==> src/core/sfcr_defs.svh <==
// constants of the serial flash continuous read front end
// How it works
// program whole pages; erase at four granularities; not served here, only the three read opcodes are
// instruction starts on chip select falling edge
// every byte travels most significant bit first
// 264 mode: 11-bit page, 9-bit offset
// 256 mode: bits 18..8 page, 7..0 offset
// works in clock mode 0 and 3
// legacy read: opcode, three address, four dummies
// 264 mode start page and byte split
// 256 mode start page and byte split
// address counter advances by itself
// page end rolls into next page seamlessly
// array end wraps to first page seamlessly
// host holds select low whole transaction
// select rising ends read, output floats
// reads bypass buffers, leave them untouched
// fast read: opcode, three address, one dummy
// slow read: opcode, three address, no dummy
// sample on clock rise, shift on fall
// dummy byte contents ignored, only counted
`ifndef SFCR_DEFS_SVH
`define SFCR_DEFS_SVH

// ---------------------------------------------------------------
// opcodes and dummy bit counts
// ---------------------------------------------------------------
`define SFCR_OP_LEGACY 8'hE8
`define SFCR_OP_FAST 8'h0B
`define SFCR_OP_SLOW 8'h03
`define SFCR_DUMMY_LEGACY 6'h20
`define SFCR_DUMMY_FAST 6'h08
`define SFCR_DUMMY_SLOW 6'h00

// ---------------------------------------------------------------
// bit counts of the command phases
// ---------------------------------------------------------------
`define SFCR_OPC_LAST 5'h07
`define SFCR_ADR_LAST 5'h17
`define SFCR_BIT_LAST 3'h7
`define SFCR_BYTE_MSB 7
`define SFCR_ADDR_W 24

// ---------------------------------------------------------------
// address layouts
// ---------------------------------------------------------------
`define SFCR_P264_PAGE_HI 19
`define SFCR_P264_PAGE_LO 9
`define SFCR_P264_BYTE_HI 8
`define SFCR_P256_PAGE_HI 18
`define SFCR_P256_PAGE_LO 8
`define SFCR_P256_BYTE_HI 7
`define SFCR_LAST_BYTE_264 9'h107
`define SFCR_LAST_BYTE_256 9'h0FF
`define SFCR_IDLE_BYTE 8'hFF

// ---------------------------------------------------------------
// system clock
// ---------------------------------------------------------------
`define SFCR_CLK_PERIOD_NS 10

`endif

==> src/core/sfcr_pkg.sv <==
// types of the serial flash continuous read front end
package sfcr_pkg;
  // page and byte of a main array location
  typedef struct packed {
    logic [10:0] page;
    logic [8:0] byte_off;
  } sfcr_addr_t;

  // command sequencer states, gray along idle-opcode-address-dummy-data
  typedef enum logic [2:0] {
    SFCR_IDLE = 3'h0,
    SFCR_OPC = 3'h1,
    SFCR_ADR = 3'h3,
    SFCR_DUM = 3'h2,
    SFCR_DAT = 3'h6,
    SFCR_SKIP = 3'h7
  } sfcr_state_t;
endpackage

==> src/core/sfcr_top.sv <==
// serial command front end and continuous main array read path
`timescale 1ns/1ns
`include "sfcr_defs.svh"
module sfcr_top (
  // clock and reset
  input wire logic clk_sys,
  input wire logic nrst,
  // serial pins from the host
  input wire logic cs_n_pin,
  input wire logic sck_pin,
  input wire logic si_pin,
  // serial output pin, enable low while driving
  output logic so_out,
  output logic so_oe_n,
  // page size select, high for 256-byte pages
  input wire logic page_bin,
  // array read request
  output logic arr_req_valid,
  input wire logic arr_req_ready,
  output sfcr_pkg::sfcr_addr_t arr_req_addr,
  // array read answer
  input wire logic arr_rsp_valid,
  output logic arr_rsp_ready,
  input wire logic [7:0] arr_rsp_data
);
  import sfcr_pkg::*;

  // ---------------------------------------------------------------
  // helper functions
  // ---------------------------------------------------------------
  // split a received address into page and byte
  function automatic sfcr_addr_t addr_split(input logic [23:0] a, input logic bin);
    sfcr_addr_t r;
    if (bin) begin
      r.page = a[`SFCR_P256_PAGE_HI:`SFCR_P256_PAGE_LO];
      r.byte_off = {1'b0, a[`SFCR_P256_BYTE_HI:0]};
    end else begin
      r.page = a[`SFCR_P264_PAGE_HI:`SFCR_P264_PAGE_LO];
      r.byte_off = a[`SFCR_P264_BYTE_HI:0];
    end
    return r;
  endfunction

  // next sequential location, crossing pages and wrapping the array
  function automatic sfcr_addr_t addr_incr(input sfcr_addr_t a, input logic bin);
    sfcr_addr_t r;
    logic [8:0] last;
    last = bin ? `SFCR_LAST_BYTE_256 : `SFCR_LAST_BYTE_264;
    r = a;
    if (a.byte_off >= last) begin
      r.byte_off = '0;
      r.page = a.page + 11'h001; // last page rolls to page zero
    end else begin
      r.byte_off = a.byte_off + 9'h001;
    end
    return r;
  endfunction

  // ---------------------------------------------------------------
  // state
  // ---------------------------------------------------------------
  logic cs_s1_reg, cs_s2_reg, cs_s3_reg; // chip select synchroniser
  logic sck_s1_reg, sck_s2_reg, sck_s3_reg; // serial clock synchroniser
  logic si_s1_reg, si_s2_reg; // serial input synchroniser
  sfcr_state_t st_reg, st_next; // sequencer state
  logic [23:0] sh_reg, sh_next; // input shift register
  logic [4:0] cnt_reg, cnt_next; // bits taken in current phase
  logic [5:0] dum_reg, dum_next; // dummy bits still to come
  logic bin_reg, bin_next; // page size caught at select
  sfcr_addr_t ptr_reg, ptr_next; // next array location to fetch
  logic req_v_reg, req_v_next; // request outstanding on port
  sfcr_addr_t req_a_reg, req_a_next; // request address
  logic pend_reg, pend_next; // answer awaited
  logic live_reg, live_next; // awaited answer belongs to this read
  logic [7:0] fifo_reg [2]; // two-entry data buffer
  logic [7:0] fifo_next [2];
  logic wp_reg, wp_next, rp_reg, rp_next; // buffer pointers
  logic [1:0] fcnt_reg, fcnt_next; // buffer fill level
  logic rdy_reg, rdy_next; // buffer has room
  logic [7:0] ob_reg, ob_next; // output byte shifter
  logic [2:0] obit_reg, obit_next; // bits left in output byte
  logic so_reg, so_next; // serial output level
  logic oen_reg, oen_next; // output enable, low drives

  // ---------------------------------------------------------------
  // edge detection on synchronised pins
  // ---------------------------------------------------------------
  logic cs_fall, cs_high, sck_rise, sck_fall, push, pop;
  // either idle clock level is fine: only edges matter
  assign sck_rise = sck_s2_reg & ~sck_s3_reg;
  assign sck_fall = ~sck_s2_reg & sck_s3_reg;
  assign cs_fall = ~cs_s2_reg & cs_s3_reg;
  assign cs_high = cs_s2_reg;

  // ---------------------------------------------------------------
  // next state
  // ---------------------------------------------------------------
  always_comb begin
    logic [23:0] sh_in;
    logic [7:0] head;
    sh_in = '0;
    head = '0;
    st_next = st_reg;
    sh_next = sh_reg;
    cnt_next = cnt_reg;
    dum_next = dum_reg;
    bin_next = bin_reg;
    ptr_next = ptr_reg;
    req_v_next = req_v_reg;
    req_a_next = req_a_reg;
    pend_next = pend_reg;
    live_next = live_reg;
    fifo_next = fifo_reg;
    wp_next = wp_reg;
    rp_next = rp_reg;
    fcnt_next = fcnt_reg;
    ob_next = ob_reg;
    obit_next = obit_reg;
    so_next = so_reg;
    oen_next = oen_reg;
    pop = 1'b0;
    // shift one bit in, first bit ends up on top
    sh_in = {sh_reg[22:0], si_s2_reg};
    unique case (st_reg)
      // wait for a new instruction
      SFCR_IDLE: begin
        if (cs_fall) begin
          st_next = SFCR_OPC;
          cnt_next = '0;
          bin_next = page_bin;
        end
      end
      // take the opcode byte
      SFCR_OPC: begin
        if (sck_rise) begin
          sh_next = sh_in;
          cnt_next = cnt_reg + 5'h01;
          if (cnt_reg == `SFCR_OPC_LAST) begin
            cnt_next = '0;
            st_next = SFCR_ADR;
            if (sh_in[7:0] == `SFCR_OP_LEGACY) begin
              dum_next = `SFCR_DUMMY_LEGACY;
            end else if (sh_in[7:0] == `SFCR_OP_FAST) begin
              dum_next = `SFCR_DUMMY_FAST;
            end else if (sh_in[7:0] == `SFCR_OP_SLOW) begin
              dum_next = `SFCR_DUMMY_SLOW;
            end else begin
              st_next = SFCR_SKIP; // other commands are not served here
            end
          end
        end
      end
      // take three address bytes
      SFCR_ADR: begin
        if (sck_rise) begin
          sh_next = sh_in;
          cnt_next = cnt_reg + 5'h01;
          if (cnt_reg == `SFCR_ADR_LAST) begin
            ptr_next = addr_split(sh_in, bin_reg);
            st_next = (dum_reg == '0) ? SFCR_DAT : SFCR_DUM;
            oen_next = (dum_reg != '0); // drive right away
            obit_next = '0;
          end
        end
      end
      // count dummy clocks, contents dropped
      SFCR_DUM: begin
        if (sck_rise) begin
          dum_next = dum_reg - 6'h01;
          if (dum_reg == 6'h01) begin
            st_next = SFCR_DAT;
            oen_next = 1'b0;
          end
        end
      end
      // stream bytes out on falling clock edges
      SFCR_DAT: begin
        if (sck_fall) begin
          if (obit_reg == '0) begin
            head = (fcnt_reg == '0) ? `SFCR_IDLE_BYTE : fifo_reg[rp_reg];
            pop = (fcnt_reg != '0);
            so_next = head[`SFCR_BYTE_MSB];
            ob_next = {head[6:0], 1'b0};
            obit_next = `SFCR_BIT_LAST;
          end else begin
            so_next = ob_reg[`SFCR_BYTE_MSB];
            ob_next = {ob_reg[6:0], 1'b0};
            obit_next = obit_reg - 3'h1;
          end
        end
      end
      // unsupported command: wait for deselect
      SFCR_SKIP: begin
        oen_next = 1'b1;
      end
      default: begin
        st_next = SFCR_IDLE;
      end
    endcase
    // array fetch ahead of the shifter, array port is read only
    if (req_v_reg && arr_req_ready) begin
      req_v_next = 1'b0;
      pend_next = 1'b1;
    end
    if ((st_reg == SFCR_DUM || st_reg == SFCR_DAT) && !req_v_reg && !pend_reg
        && fcnt_reg != 2'h2 && !cs_high) begin
      req_v_next = 1'b1; // array only, no buffer access
      req_a_next = ptr_reg;
      ptr_next = addr_incr(ptr_reg, bin_reg);
      live_next = 1'b1;
    end
    if (arr_rsp_valid && rdy_reg) begin
      pend_next = 1'b0;
      live_next = 1'b0;
    end
    // buffer bookkeeping
    if (push) begin
      fifo_next[wp_reg] = arr_rsp_data;
      wp_next = ~wp_reg;
    end
    if (pop) begin
      rp_next = ~rp_reg;
    end
    fcnt_next = fcnt_reg + {1'b0, push} - {1'b0, pop};
    // deselect ends the read, empties the buffer and floats the output
    if (cs_high) begin
      st_next = SFCR_IDLE;
      oen_next = 1'b1;
      live_next = 1'b0;
      wp_next = 1'b0;
      rp_next = 1'b0;
      fcnt_next = '0;
    end
    rdy_next = (fcnt_next != 2'h2);
  end
  assign push = arr_rsp_valid & rdy_reg & live_reg & ~cs_high;

  // ---------------------------------------------------------------
  // registers
  // ---------------------------------------------------------------
  always_ff @(posedge clk_sys or negedge nrst) begin
    if (!nrst) begin
      cs_s1_reg <= 1'b1;
      cs_s2_reg <= 1'b1;
      cs_s3_reg <= 1'b1;
      sck_s1_reg <= 1'b0;
      sck_s2_reg <= 1'b0;
      sck_s3_reg <= 1'b0;
      si_s1_reg <= 1'b0;
      si_s2_reg <= 1'b0;
      st_reg <= SFCR_IDLE;
      sh_reg <= '0;
      cnt_reg <= '0;
      dum_reg <= '0;
      bin_reg <= 1'b0;
      ptr_reg <= '0;
      req_v_reg <= 1'b0;
      req_a_reg <= '0;
      pend_reg <= 1'b0;
      live_reg <= 1'b0;
      fifo_reg[0] <= '0;
      fifo_reg[1] <= '0;
      wp_reg <= 1'b0;
      rp_reg <= 1'b0;
      fcnt_reg <= '0;
      rdy_reg <= 1'b1;
      ob_reg <= '0;
      obit_reg <= '0;
      so_reg <= 1'b0;
      oen_reg <= 1'b1;
    end else begin
      cs_s1_reg <= cs_n_pin;
      cs_s2_reg <= cs_s1_reg;
      cs_s3_reg <= cs_s2_reg;
      sck_s1_reg <= sck_pin;
      sck_s2_reg <= sck_s1_reg;
      sck_s3_reg <= sck_s2_reg;
      si_s1_reg <= si_pin;
      si_s2_reg <= si_s1_reg;
      st_reg <= st_next;
      sh_reg <= sh_next;
      cnt_reg <= cnt_next;
      dum_reg <= dum_next;
      bin_reg <= bin_next;
      ptr_reg <= ptr_next;
      req_v_reg <= req_v_next;
      req_a_reg <= req_a_next;
      pend_reg <= pend_next;
      live_reg <= live_next;
      fifo_reg <= fifo_next;
      wp_reg <= wp_next;
      rp_reg <= rp_next;
      fcnt_reg <= fcnt_next;
      rdy_reg <= rdy_next;
      ob_reg <= ob_next;
      obit_reg <= obit_next;
      so_reg <= so_next;
      oen_reg <= oen_next;
    end
  end

  // ---------------------------------------------------------------
  // outputs straight from flip-flops
  // ---------------------------------------------------------------
  assign so_out = so_reg;
  assign so_oe_n = oen_reg;
  assign arr_req_valid = req_v_reg;
  assign arr_req_addr = req_a_reg;
  assign arr_rsp_ready = rdy_reg;
endmodule

==> config.mk <==
export PLATFORM = sky130hd
export DESIGN_NAME = sfcr_top
export DESIGN_NICKNAME = d
export VERILOG_FILES = /design/src/core/sfcr_pkg.sv /design/src/core/sfcr_top.sv
export VERILOG_INCLUDE_DIRS = /design/src /design/src/core
export SDC_FILE = /design/constraint.sdc
export NUM_CORES = 1
export LEC_CHECK = 0
export ABC_AREA = 1
export BUFFER_PORTS_ARGS = -buffer_cell sky130_fd_sc_hd__clkbuf_2
export CORE_MARGIN = 1.5
export CORE_UTILIZATION = 50
export DETAILED_ROUTE_END_ITERATION = 8
export HOLD_SLACK_MARGIN = 0.06
export PLACE_DENSITY = 0.7
export SLEW_MARGIN = 20
export SYNTH_ARGS = -nofsm -noshare
export SYNTH_HDL_FRONTEND = slang
export SYNTH_SLANG_ARGS = --single-unit
export TNS_END_PERCENT = 100
==> constraint.sdc <==
create_clock -name clk_sys -period 2.3 [get_ports clk_sys]
set_input_delay 0.345 -clock clk_sys [delete_from_list [all_inputs] [get_ports clk_sys]]
set_output_delay 0.345 -clock clk_sys [all_outputs]
set_load 0.02 [all_outputs]
After elaboration in Yosys (flattened, before gate mapping)
Index checks and enable logic that the tools add are counted.
{ "totals": {"wordCells": 193, "out_inout_bits": 24, "memories": 0, "rom_bits": 0, "ram_bits": 0, "inputBits": 16, "latchBits": 0, "register_bits": 119} }
{ "classes": {"mul": 0, "n_bitwise": 13, "magnitude_cmp": 4, "n_eq_ne": 30, "n_addsub": 7, "reduce_logical": 41, "n_shift": 0, "n_mux": 68, "div": 0} }
{ "op_table": {"columns": ["cell", "count"], "rows": [
  ["2-to-1 mux 20 bit", 5],
  ["2-to-1 mux 3 bit", 16],
  ["2-to-1 mux 8 bit", 6],
  ["2-to-1 mux 6 bit", 6],
  ["!= test 3 bit, second input constant", 7],
  ["2-to-1 mux 1 bit", 20],
  ["2-to-1 mux 5 bit", 4],
  ["nonzero test 2 bit", 10],
  ["2-to-1 mux 9 bit", 2],
  ["!= test 2 bit, second input constant", 9],
  ["bitwise mux 16 bit", 1],
  ["case mux 3 bit (5 select lines)", 1],
  ["case mux 5 bit (3 select lines)", 1],
  ["case mux 6 bit (2 select lines)", 1],
  ["AND reduction 4 bit", 3],
  ["adder 11 x 1 -> 11 bit, second input constant", 1],
  ["2-to-1 mux 11 bit", 1],
  ["AND reduction 5 bit", 2],
  ["adder 9 x 1 -> 9 bit, second input constant", 1],
  [">= comparator 9 bit", 1],
  ["demux 8 bit (select 1 bit)", 1],
  ["equality test 8 x 2 -> 1 bit, second input constant", 1],
  ["equality test 8 x 4 -> 1 bit, second input constant", 1],
  ["equality test 8 bit, second input constant", 1],
  ["other kinds (34)", 61]
]} }

Longest topological paths before layout
{ "depth": {"ltp_word": 9, "mapped_depth": 13, "ltp_nobuf": 12} }

Worst setup path before layout
No wires, ideal clock.
{ "synth_path": {"path_type": "register to register", "startpoint": "register obit_reg[0]", "endpoint": "register fcnt_reg[1]", "required_ns": 2.177, "synth_period_minus_slack_ns": 1.946, "stages_incl_launch_ff": 12, "t_arrival_ns": 1.823, "path_slack_ns": 0.354, "cell_sequence": "dfrtp_1 inv_1 ha_1 inv_1 nor2_1 nand3_1 inv_2 ha_1 inv_1 ha_1 xor2_1 nor2_1"} }
{ "synth_between": {"elab_chain_len": 6} }
{ "synth_lines": {"columns": ["item", "line_no", "source"], "rows": [
  ["start, declared", "sfcr_top.sv:81", "logic [2:0] obit_reg, obit_next;"],
  ["start signal, assigned", "sfcr_top.sv:296", "obit_reg <= obit_next;"],
  ["logical NOT 3 bit", "sfcr_top.sv:179", "if (obit_reg == '0) begin"],
  ["2-to-1 mux 1 bit", "sfcr_top.sv:179", null],
  ["2-to-1 mux 1 bit", "sfcr_top.sv:178", "if (sck_fall) begin"],
  ["2-to-1 mux 1 bit", "sfcr_top.sv:124", "unique case (st_reg)"],
  ["subtractor 2 x 1 -> 2 bit", "sfcr_top.sv:224", "fcnt_next = fcnt_reg + {1'b0, push} - {1'b0, pop};"],
  ["2-to-1 mux 2 bit", "sfcr_top.sv:226", "if (cs_high) begin"],
  ["named net fcnt_next[1]", "sfcr_top.sv:78", "logic [1:0] fcnt_reg, fcnt_next;"],
  ["end signal, assigned", "sfcr_top.sv:293", "fcnt_reg <= fcnt_next;"],
  ["end, declared", "sfcr_top.sv:78", null]
]} }
The timed path passes the listed nets, and every way through them passes these cells.
A chain may end at the register's enable or synchronous reset.

Final worst setup path
{ "layout_path": {"startpoint": "register bin_reg", "endpoint": "register ptr_reg[14] (netlist bit)"} }
{ "layout_between": {"elab_chain_len": 5, "word_cells_on_any_way": 9, "cone_classes": "1 x order compare; 1 x eq/ne; 6 x mux; 1 x reduce/logical"} }
{ "layout_lines": {"columns": ["item", "line_no", "source"], "rows": [
  ["start, declared", "sfcr_top.sv:69", "logic bin_reg, bin_next;"],
  ["start signal, assigned", "sfcr_top.sv:284", "bin_reg <= bin_next;"],
  ["branches (longest 5 deep; another with >= comparator 9 bit)", null, null],
  ["end signal, assigned", "sfcr_top.sv:285", "ptr_reg <= ptr_next;"],
  ["end, declared", "sfcr_top.sv:70", "sfcr_addr_t ptr_reg, ptr_next;"]
]} }
Several ways; the timed one is not identified. The select of a mux whose other input is x is not followed.

==> run metrics <==
Finished Cell Area 0.00719 sq mm; Peak Freq 484 MHz; Critical-path top delay cell dfrtp_1; Avg Cell Area, Syn 7.92 sq um; CTS max path bufs 2; Layout area overhead 16.5%; Placed Instances 951; most frequent cells in the layout nand2_1, dfrtp_1, o21ai_0; Initial Util 51.4%; CP Class reg2reg; Worst Path Buf+Inv 2; post-synthesis sequential area ratio 48.0%; Leak 3.64 nW; fin nets 858; syn nets 810; crit end category register; number of I/O pins 40; CP Max Fanout 12; crit share post-route 89.8%; routability congestion estimate 0.944; DR pass1 iterations 6; n_diodes 0; Setup WS pre-CTS 78.8 ps; CP startpoint kind register; initial antenna violation count 0; fraction of registers with async set/reset 100%; prevailing post-synth register cell dfrtp_1; fin cells 987; worst slew pin tran 543 ps; Reg clk slew, reported paths 60 ps; first-pass GRT wire length 23000 um; delay-heaviest family, CP simple AND/OR/NAND/NOR gates; unrepaired setup endpoints after global routing no; relative slew slack 63.7%; run status finished, final reports clean; fin util 59.8%; Die X 114 um; setup ws final 235 ps; vias in the first global route 5091; max-slew violations 0; Fillers 1078; Mapped Area 0.00617 sq mm; Unique masters post-synth 38; drt wl/cell 13.5 um; die area 0.0130 sq mm; via count 5214; most common cell after layout, fill and taps aside nand2_1; Peak VDD IR 0.512 mV; skew final 8.35 ps; Worst EP arrival 2410 ps; All-Layer GR Usage 22.2%; DIE HEIGHT 114 um; Final Hold Violating Endpoints 0; total length of routed wires 13300 um; Syn. warnings 0; H-tree depth 4; Max-cap violations 0; Iter 0 DRT Violations 286; via-per-instance ratio 5.28; CTS root buf clkbuf_16; ANT nets after route 0; layout cells sized above 1 13.8%; WHS 124 ps; CTS buffer count 17; gr ovfl total 0; largest net degree at the start of global routing 54; CP required 2650 ps; Total Power 9.04 mW; Core Region 0.0120 sq mm; HPWL Detailed 9350 um; CP peak stage delay 400 ps; most used cell, CP nand2_1; drc violations 0; critical path cell sequence inv_1, ha_1, nand2_1, inv_1, nand2_1, nand3_1, nor2_8, nand2_4, nand2_4, nand2_1, nand2_1; Rows 40; P per Cell Area 1260 mW/mm^2; flop and latch count out of synthesis 118; Final TNS setup 0 ps; Placed Area 0.00651 sq mm; cell count after synthesis 779; worst skew pair latency 410 ps; Final setup violation count 0; PortBufs 39; CTS tree done; Hold WC Path Type in2reg; minimum clock period 2070 ps; Post-synth EDFFs 0; CTS sink count 118
-- metal layers --
layer  vias up  GRT usage, %  part of all wire, %
met5         -             0                    0
met4         0          8.67                  1.6
met3        27          5.24                  4.0
met2       139          38.7                   50
met1      2433          26.8                   44
li1       2615             -                    -
-- synthesized netlist by cell type, types with 4 or more instances --
cell	number	area, sq um
inv_2	6	22.5
a31oi_1	5	31.3
ha_1	15	188
dfstp_2	5	131
buf_4	5	37.5
nand2_2	5	31.3
nand4_1	6	37.5
nor2_1	48	180
xor2_1	11	96.3
clkbuf_1	7	26.3
inv_1	75	282
nand3b_1	7	52.6
nor3_1	5	25.0
o211ai_1	5	37.5
dfrtp_1	113	2830
xnor2_1	4	35.0
buf_2	12	60.1
a21oi_1	20	100
nand2_1	245	920
nor2_4	4	45.0
nand3_1	67	335
o21ai_0	84	420
-- power by group --
part,switching [mW],internal [mW],total (mW),leakage [nW]
registers,0.595,2.73,3.33,1.54
clock network,0.941,1.79,2.73,0.284
logic,1.92,1.06,2.99,1.81
total,3.46,5.58,9.04,3.64
-- cells by family after synthesis --
| group | Yosys count | share of synthesized area (%) |
|---|---|---|
| simple gates | 397 | 28.4 |
| buf+inv | 108 | 7.24 |
| xor+xnor | 15 | 2.13 |
| fa+ha+maj | 15 | 3.04 |
| compound gates | 124 | 10.9 |
| mux | 2 | 0.365 |
| flops | 118 | 48.0 |
-- final timing paths --
path	start	end	slack (ps)	depth (start not counted)
max	bin_reg$_DFFE_PN0P_	ptr_reg[14]$_DFFE_PN0P_	230	11
min	arr_req_ready	arr_req_valid$_DFFE_PN0P_	120	2
max reg2reg	bin_reg$_DFFE_PN0P_	ptr_reg[14]$_DFFE_PN0P_	230	11
min reg2reg	sck_s1_reg$_DFF_PN0_	sck_s2_reg$_DFF_PN0_	350	0
max in group asynchronous	nrst	ptr_reg[15]$_DFFE_PN0P_	1340	3
min in group asynchronous	nrst	arr_req_addr[7]$_DFFE_PN0N_	350	2
-- area by class of cell --
class	instances	area (sq um)	share of cell area, %
Clock inverter	11	149	2.07
Tap cell	147	184	2.56
Clock buffer	21	470	6.54
Sequential cell	118	2960	41.2
Inverter	82	308	4.28
Multi-Input combinational cell	553	2780	38.6
Timing Repair Buffer	55	340	4.73
-- worst reg2reg max path, stage by stage (launching register included) --
cell,delay [ps]
dfrtp_1,400
inv_1,160
ha_1,270
nand2_1,160
inv_1,70
nand2_1,90
nand3_1,190
nor2_8,230
nand2_4,140
nand2_4,160
nand2_1,70
nand2_1,70
-- what timing repair did --
| item | in CTS | in global routing |
|---|---|---|
| resized for setup | 0 | 3 |
| endpoints found under the setup margin | 0 | 11 |
| hold buffers | 4 | 0 |
| hold endpoints to repair | 19 | 0 |
| buffers inserted | 0 | 0 |
Note: power is estimated with default switching activity, not from simulation.
